[src/hw/np_tx_pkg.sv]
// package for the next page transmit register block
// assumes a 16-bit management word path and a single 100 mhz clock
package np_tx_pkg;
    localparam int unsigned REG_WIDTH = 16;
    localparam logic [4:0] NEXT_PAGE_TX_OFFSET = 5'h08;
    localparam int unsigned MORE_PAGES_POS = 15;
    localparam int unsigned RESERVED_POS = 14;
    localparam int unsigned MESSAGE_FORMAT_POS = 13;
    localparam int unsigned SECOND_ACK_POS = 12;
    localparam int unsigned TOGGLE_POS = 11;
    localparam int unsigned CODE_MSB = 10;
    localparam int unsigned BASE_TOGGLE_POS = 11;
    localparam logic [15:0] NEXT_PAGE_TX_RESET = 16'h0000;
    localparam logic [15:0] WRITABLE_MASK = 16'hb7ff;
endpackage

[src/hw/np_toggle_track.sv]
// toggle tracker for outgoing next page words
// assumes page_sent pulses once per transmitted next page word
`timescale 1ns/1ps
module np_toggle_track
(
    input wire logic clock,
    input wire logic sys_rst,
    input wire logic base_page_toggle_src,
    input wire logic base_page_sent,
    input wire logic page_sent,
    output logic toggle_bit
);
    logic toggle_reg;

    // ---------------------------------------------
    // toggle state
    // ---------------------------------------------
    always_ff @(posedge clock or posedge sys_rst)
    begin
        if (sys_rst)
            toggle_reg <= 1'b0;
        else if (base_page_sent)
            toggle_reg <= ~base_page_toggle_src;
        else if (page_sent)
            toggle_reg <= ~toggle_reg;
    end

    assign toggle_bit = toggle_reg;

    a_toggle_flip: assert property (@(posedge clock)
        disable iff (sys_rst)
        page_sent && !base_page_sent |=> toggle_reg != $past(toggle_reg))
        else $error("toggle did not invert");
    a_toggle_first: assert property (@(posedge clock)
        disable iff (sys_rst)
        base_page_sent |=> toggle_reg == !$past(base_page_toggle_src))
        else $error("first toggle wrong");
endmodule // np_toggle_track

[src/hw/next_page_tx.sv]
// next page transmit register and outgoing next page word
// assumes a management engine presenting 16-bit reads and writes,
// and an autoneg engine that pulses when it sends base and next pages
`timescale 1ns/1ps

module next_page_tx
(
    input wire logic clock,
    input wire logic sys_rst,
    input wire logic mgmt_write,
    input wire logic mgmt_read,
    input wire logic [4:0] mgmt_addr,
    input wire logic [np_tx_pkg::REG_WIDTH-1:0] mgmt_wdata,
    output logic [np_tx_pkg::REG_WIDTH-1:0] mgmt_rdata,
    output logic mgmt_rvalid,
    input wire logic [np_tx_pkg::REG_WIDTH-1:0] base_page_word,
    input wire logic base_page_sent,
    input wire logic partner_np_able,
    input wire logic page_sent,
    output logic [np_tx_pkg::REG_WIDTH-1:0] np_word,
    output logic np_enable,
    output logic more_pages_flag
);
    import np_tx_pkg::*;

    logic [REG_WIDTH-1:0] next_page_transmit_reg;
    logic [REG_WIDTH-1:0] next_page_transmit_next;
    logic toggle_bit;
    logic hit;

    // ---------------------------------------------
    // word assembly
    // ---------------------------------------------
    // read-back and the word check share it, so they cannot disagree
    function automatic logic [REG_WIDTH-1:0] compose_word(
        input logic [REG_WIDTH-1:0] stored,
        input logic toggle
    );
        logic [REG_WIDTH-1:0] w;
        w = stored;
        w[RESERVED_POS] = 1'b0;
        w[TOGGLE_POS] = toggle;
        return w;
    endfunction

    // ---------------------------------------------
    // register store
    // ---------------------------------------------
    // the station keeps bit 14 at default; we drop it anyway
    assign hit = (mgmt_addr == NEXT_PAGE_TX_OFFSET);
    assign next_page_transmit_next = mgmt_wdata & WRITABLE_MASK;

    always_ff @(posedge clock or posedge sys_rst)
    begin
        if (sys_rst)
            next_page_transmit_reg <= NEXT_PAGE_TX_RESET;
        else if (mgmt_write && hit)
            next_page_transmit_reg <= next_page_transmit_next;
    end

    // ---------------------------------------------
    // read path
    // ---------------------------------------------
    // toggle is device owned, so it reads back live
    always_ff @(posedge clock or posedge sys_rst)
    begin
        if (sys_rst)
        begin
            mgmt_rdata <= 16'h0000;
            mgmt_rvalid <= 1'b0;
        end
        else
        begin
            mgmt_rvalid <= mgmt_read;
            if (mgmt_read)
            begin
                if (hit)
                begin
                    mgmt_rdata <= compose_word(next_page_transmit_reg,
                        toggle_bit);
                end
                else
                    mgmt_rdata <= 16'h0000;
            end
        end
    end

    // ---------------------------------------------
    // toggle
    // ---------------------------------------------
    np_toggle_track u_toggle
    (
        .clock(clock),
        .sys_rst(sys_rst),
        .base_page_toggle_src(base_page_word[BASE_TOGGLE_POS]),
        .base_page_sent(base_page_sent),
        .page_sent(page_sent),
        .toggle_bit(toggle_bit)
    );

    // ---------------------------------------------
    // outgoing word
    // ---------------------------------------------
    // registered so the word follows the register and toggle one cycle later
    always_ff @(posedge clock or posedge sys_rst)
    begin
        if (sys_rst)
        begin
            np_word <= 16'h0000;
            np_enable <= 1'b0;
            more_pages_flag <= 1'b0;
        end
        else
        begin
            np_word[MORE_PAGES_POS] <=
                next_page_transmit_reg[MORE_PAGES_POS];
            np_word[RESERVED_POS] <= 1'b0;
            np_word[MESSAGE_FORMAT_POS] <=
                next_page_transmit_reg[MESSAGE_FORMAT_POS];
            np_word[SECOND_ACK_POS] <=
                next_page_transmit_reg[SECOND_ACK_POS];
            np_word[TOGGLE_POS] <= toggle_bit;
            np_word[CODE_MSB:0] <=
                next_page_transmit_reg[CODE_MSB:0];
            more_pages_flag <= next_page_transmit_reg[MORE_PAGES_POS];
            np_enable <= next_page_transmit_reg[MORE_PAGES_POS]
                && partner_np_able;
        end
    end

    // ---------------------------------------------
    // register checks
    // ---------------------------------------------
    a_rsvd_zero: assert property (@(posedge clock)
        disable iff (sys_rst)
        mgmt_rvalid |-> mgmt_rdata[RESERVED_POS] == 1'b0)
        else $error("reserved bit read as one");
    a_rvalid_pulse: assert property (@(posedge clock)
        disable iff (sys_rst)
        mgmt_rvalid == $past(mgmt_read))
        else $error("read valid not one cycle after read");
    a_rdata_hold: assert property (@(posedge clock)
        disable iff (sys_rst)
        !$past(mgmt_read) |-> $stable(mgmt_rdata))
        else $error("read data moved without a read");
    a_unmapped_zero: assert property (@(posedge clock)
        disable iff (sys_rst)
        mgmt_rvalid && !$past(hit) |-> mgmt_rdata == 16'h0000)
        else $error("unmapped read not zero");
    a_toggle_read: assert property (@(posedge clock)
        disable iff (sys_rst)
        mgmt_rvalid && $past(hit)
            |-> mgmt_rdata[TOGGLE_POS] == $past(toggle_bit))
        else $error("toggle read back wrong");
    a_write_store: assert property (@(posedge clock)
        disable iff (sys_rst)
        mgmt_write && hit |=> next_page_transmit_reg
            == ($past(mgmt_wdata) & WRITABLE_MASK))
        else $error("write not stored");
    a_hold_value: assert property (@(posedge clock)
        disable iff (sys_rst)
        !(mgmt_write && hit) |=> $stable(next_page_transmit_reg))
        else $error("register changed without write");

    // ---------------------------------------------
    // link word checks
    // ---------------------------------------------
    a_np_tracks: assert property (@(posedge clock)
        disable iff (sys_rst)
        np_word[MORE_PAGES_POS] == $past(next_page_transmit_reg[15]))
        else $error("np flag mismatch");
    a_word_fields: assert property (@(posedge clock)
        disable iff (sys_rst)
        np_word == compose_word($past(next_page_transmit_reg),
            $past(toggle_bit)))
        else $error("link word differs from register");
    a_np_toggle: assert property (@(posedge clock)
        disable iff (sys_rst)
        np_word[TOGGLE_POS] == $past(toggle_bit))
        else $error("link toggle wrong");
    a_np_gate: assert property (@(posedge clock)
        disable iff (sys_rst)
        np_enable |-> $past(partner_np_able)
            && $past(next_page_transmit_reg[MORE_PAGES_POS]))
        else $error("next page sent without partner");
    a_enable_on: assert property (@(posedge clock)
        disable iff (sys_rst)
        partner_np_able && next_page_transmit_reg[MORE_PAGES_POS]
            |=> np_enable)
        else $error("next pages not enabled");
    a_enable_off: assert property (@(posedge clock)
        disable iff (sys_rst)
        !partner_np_able |=> !np_enable)
        else $error("enabled without partner ability");
    a_last_flag: assert property (@(posedge clock)
        disable iff (sys_rst)
        more_pages_flag == $past(next_page_transmit_reg[MORE_PAGES_POS]))
        else $error("more pages flag wrong");
    a_mp_follow: assert property (@(posedge clock)
        disable iff (sys_rst)
        mgmt_write && hit |=> ##1 np_word[13] == $past(mgmt_wdata[13], 2))
        else $error("message flag not carried");
    a_ack_follow: assert property (@(posedge clock)
        disable iff (sys_rst)
        mgmt_write && hit |=> ##1 np_word[12] == $past(mgmt_wdata[12], 2))
        else $error("ack flag not carried");
    a_code_follow: assert property (@(posedge clock)
        disable iff (sys_rst)
        mgmt_write && hit |=> ##1 np_word[10:0] == $past(mgmt_wdata[10:0], 2))
        else $error("code field not carried");

    // ---------------------------------------------
    // coverage
    // ---------------------------------------------
    c_write: cover property (@(posedge clock) mgmt_write && hit);
    c_read: cover property (@(posedge clock) mgmt_read && hit);
    c_enable: cover property (@(posedge clock) np_enable);
    c_pages: cover property (@(posedge clock) page_sent && np_enable);
endmodule // next_page_tx

[config.mk]
export PLATFORM = sky130hd
export DESIGN_NAME = next_page_tx
export DESIGN_NICKNAME = d
export VERILOG_FILES = /design/src/hw/np_tx_pkg.sv /design/src/hw/np_toggle_track.sv /design/src/hw/next_page_tx.sv
export SDC_FILE = /design/constraint.sdc
export NUM_CORES = 1
export LEC_CHECK = 0
export BUFFER_PORTS_ARGS = -buffer_cell sky130_fd_sc_hd__clkbuf_2
export CORE_MARGIN = 1
export CORE_UTILIZATION = 44
export DETAILED_ROUTE_END_ITERATION = 16
export HOLD_SLACK_MARGIN = 0.1
export PLACE_DENSITY = 0.77
export SLEW_MARGIN = 0
export SYNTH_ARGS = -nofsm -noshare
export SYNTH_HDL_FRONTEND = slang
export SYNTH_SLANG_ARGS = --single-unit
[constraint.sdc]
create_clock -name clock -period 1.73 [get_ports clock]
set_input_delay 0.173 -clock clock [delete_from_list [all_inputs] [get_ports clock]]
set_output_delay 0.173 -clock clock [all_outputs]
set_load 0.05 [all_outputs]
======== After elaboration in Yosys (flattened, before gate mapping) ========
Index checks and enable logic that the tools add are counted.
word-level totals
  bits in registers ....................... 49
operators by class
  equal/unequal tests ..................... 1
  multiplexer cells ....................... 3
  bitwise operators ....................... 2
  reduce and logical (&&, ||, !) cells .... 3
operator list
  kind                                                                    number
  16-bit 2-to-1 mux                                                       1
  5-bit by 4-bit equality test with 1-bit output (second input constant)  1
  1-bit logical AND                                                       2
  1-bit 2-to-1 mux                                                        2
  1-bit inverter                                                          2
  2-bit nonzero test                                                      1

======== Depth between registers and ports, before layout ========
  depth after elaboration ................. 3
  mapped depth ............................ 4
  depth with buffers taken out ............ 3

======== By module ========
Synthesis repeated with hierarchy kept, for this count alone.
second synthesis, totals
  cell total of the unflattened synthesis .. 95
  area total of the unflattened synthesis .. 1645.3 sq um
modules (own cells, without submodules)
  module           times used  cells each  area each (sq um)  sequential area each (sq um)
  next_page_tx     1           91          1597.8             1151.1
  np_toggle_track  1           4           47.5               25.0

======== Least setup slack after synthesis ========
OpenSTA, ideal clock, no wires.
  kind .................................... input port to flip-flop
  from .................................... input mgmt_addr[2]
  to ...................................... register next_page_transmit_reg[0]
  library setup time ...................... 125 ps
  arrival time ............................ 1039 ps
  data required time ...................... 1605 ps
  path slack .............................. 566 ps
  stages on the path ...................... 4
  path buffers ............................ 1
  cells stage by stage .................... nor4b_4 -> nand3b_2 -> buf_6 -> mux2_2
on the way
  longest elaborated chain between the ends .. 2
RTL lines
  item                                            line                RTL
  start, declared                                 next_page_tx.sv:12  input wire logic [4:0] mgmt_addr,
  5-bit by 4-bit equality test with 1-bit output  next_page_tx.sv:50  assign hit = (mgmt_addr == NEXT_PAGE_TX_OFFSET);
  1-bit logical AND                               next_page_tx.sv:57  else if (mgmt_write && hit)
  end signal, assigned                            next_page_tx.sv:58  next_page_transmit_reg <= next_page_transmit_next;
  end, declared                                   next_page_tx.sv:26  logic [REG_WIDTH-1:0] next_page_transmit_reg;
Every way passes these cells.
A chain may end at the register's enable or synchronous reset.

==> out/metrics.cfg <==
[final_layout]
drive_gt1_frac=0.491
area_growth_pct=36.6
nets=218
mostFrequentLayoutCells=clkbuf_2 (59), dfrtp_1 (47), dlygate4sd3_1 (19), a22o_1 (15), mux2_2 (14)
num_antenna_cells=0
final_cell_area_mm2=0.00218
final.fill_count=271
finalNonFillerCells=221
final_common_cell=clkbuf_2

[synth]
netlist.area_leader.share=0.736
seq_area_frac_synth=0.736
netlist_area_mm2=0.00160
synth.area.top_cells=dfrtp_1 (74%), mux2_2 (9.9%), a22o_1 (8.2%), buf_4 (1.9%), nor4b_4 (1.5%)
syn_avg_cell_area_um2=17.4
ys_warn_count=0
synth-seq-cells=47
synth.distinct_cells=15
synth_top_cell_by_area=dfrtp_1
syn_inst=92

[clocking]
cts-root-buf=clkbuf_4
ctsResizeCount=0
ctsHoldBuffers=19
cts_setup_buffers=0
cts.clk_slew.worst_paths_ps=120
clock_sink_count=47
htree_levels=2
cts_buffer_depth=2
insertion_delay_ps=340
cts_buffers=5
cts_tree=built

[die]
pin_count=79
die_x_um=62.3
die-area_mm2=0.00388
num_rows=21
initial_core_util=0.468
die_h_um=62.3
coreArea_mm2=0.00342

[detailed_routing]
wl_um=3100
vias=1026
drtAntennaViolNets=0
first_pass_iters=4
drc=0
drt_iter0_drc=10
viasPerCell=4.64
wl_per_cell_um=14.0

[pwr]
ir_drop_mv=0.519
cellLeakagePower_nw=1.16
power_density_mw_per_mm2=1100

[setup_path]
cpMaxStageDelayCell=dlygate4sd3_1
cp_max_fo=16
path_cells=dlygate4sd3_1, clkbuf_2, inv_1, nor3b_4, buf_4, a22o_1
end_kind=flop
required_ps=1970
cpPeakStageDelay_ps=530
r2r-end=u_toggle.toggle_bit
r2r_start=u_toggle.toggle_bit
arrival_ps=1750
critPathTopFamily=buffers and inverters
critPathLaunchType=primary input
worstSetupPathType=in -> reg
crit_buf_inv=4
r2r_cells=4
ff2ff_setup_slack_ps=370

[timing]
tightest_slew_ps=591
fin_tns_setup_ps=0
min_period_over_period=0.878
rsz0062_at_grt=no
maxSlewViolCount=0
skew_ps=3.10
layout_min_cycle_time_ps=1520
hold_viol_final=0
setup_viol=0
timing.slew.headroom=0.606
fmax_ghz=0.659

[placement]
dpl_cell_area_mm2=0.00193
dp.cells=194
port_buffers=59
finalWeightedCongestion=0.647
dp_hpwl_um=2110

[global_route]
grt_max_degree=28
globalRouteOverflowTotal=0
grt_pass1_vias=1144
grt_usage=0.187
grt_first_pass_wirelength_um=5420
antenna_found_initial=0

[hold_path]
hp-class=in -> async

[outcome]
outcome=finished, final reports clean

[flow_run]
cap_violations=0

==> cell families (layout without fill, tap and decap cells) <==
family,count (synthesis),in the layout,synth area share
AOI/OAI and AO/OA,16,16,0.0853
xor gates and xnor gates,1,1,0.00548
buffers and inverters,8,90,0.0329
DFF,47,47,0.736
muxes,14,14,0.0986
other,1,2,0.00235
and+or+nand+nor,5,5,0.0399
==> routing by layer <==
layer  up-vias  GRT usage  share of wire
met5         -          0              0
met4         0     0.0698          0.016
met3         6     0.0515          0.037
met2        27      0.350           0.57
met1       513      0.198           0.38
li1        480          -              -
==> area by class of cell <==
type | instances | area, um^2 | share of cell area
Clock buffer | 8 | 68.8 | 0.0315
Inverter | 2 | 7.51 | 0.00344
Multi-Input combinational cell | 38 | 374 | 0.171
Sequential cell | 47 | 1180 | 0.538
Tap cell | 46 | 57.6 | 0.0263
Timing Repair Buffer | 80 | 500 | 0.229
==> metrics by stage <==
step | setup WS [ps] | hold slack (ps) | power (mW) | utilization
3_3_place_gp | 286 | 166 | 1.83 | 0.564
2_1_floorplan | 441 | 204 | 1.71 | -
5_1_grt | 138 | 365 | 2.53 | 0.640
4_1_cts | 227 | 337 | 2.44 | 0.640
3_5_place_dp | 218 | 175 | 1.86 | 0.564
6_report | 212 | 337 | 2.40 | 0.640
==> report_power, final <==
part	total [mW]	internal [mW]	switching, mW
Clock	0.543	0.240	0.303
Combinational	0.552	0.160	0.392
Sequential	1.31	1.24	0.0730
Total	2.40	1.64	0.768
==> worst max path at each step <==
stage / start / to / slack (ps) / depth (start not counted)
CTS: mgmt_read / mgmt_rdata[12] / 230 / 6
finish: mgmt_read / mgmt_rdata[1] / 210 / 6
detailed placement: mgmt_addr[2] / next_page_transmit_reg[7] / 220 / 4
global placement: mgmt_addr[2] / next_page_transmit_reg[12] / 290 / 4
global route: mgmt_read / mgmt_rdata[12] / 140 / 6
floorplan: sys_rst / mgmt_rdata[0] / 440 / 1
==> worst min-delay path, stage by stage <==
cell	delay [ps]
dlygate4sd3_1	530
clkbuf_2	110
inv_2	300
==> synthesized netlist by cell type <==
master     n
dfrtp_1   47
buf_4      4
nor4b_4    1
nor2_1     1
clkbuf_1   1
a21oi_1    1
mux2_2    14
nand3b_2   1
conb_1     1
inv_1      2
nor3b_4    1
and2_1     1
buf_6      1
xor2_1     1
a22o_1    15
No activity file was read; power rests on OpenSTA's default activity.
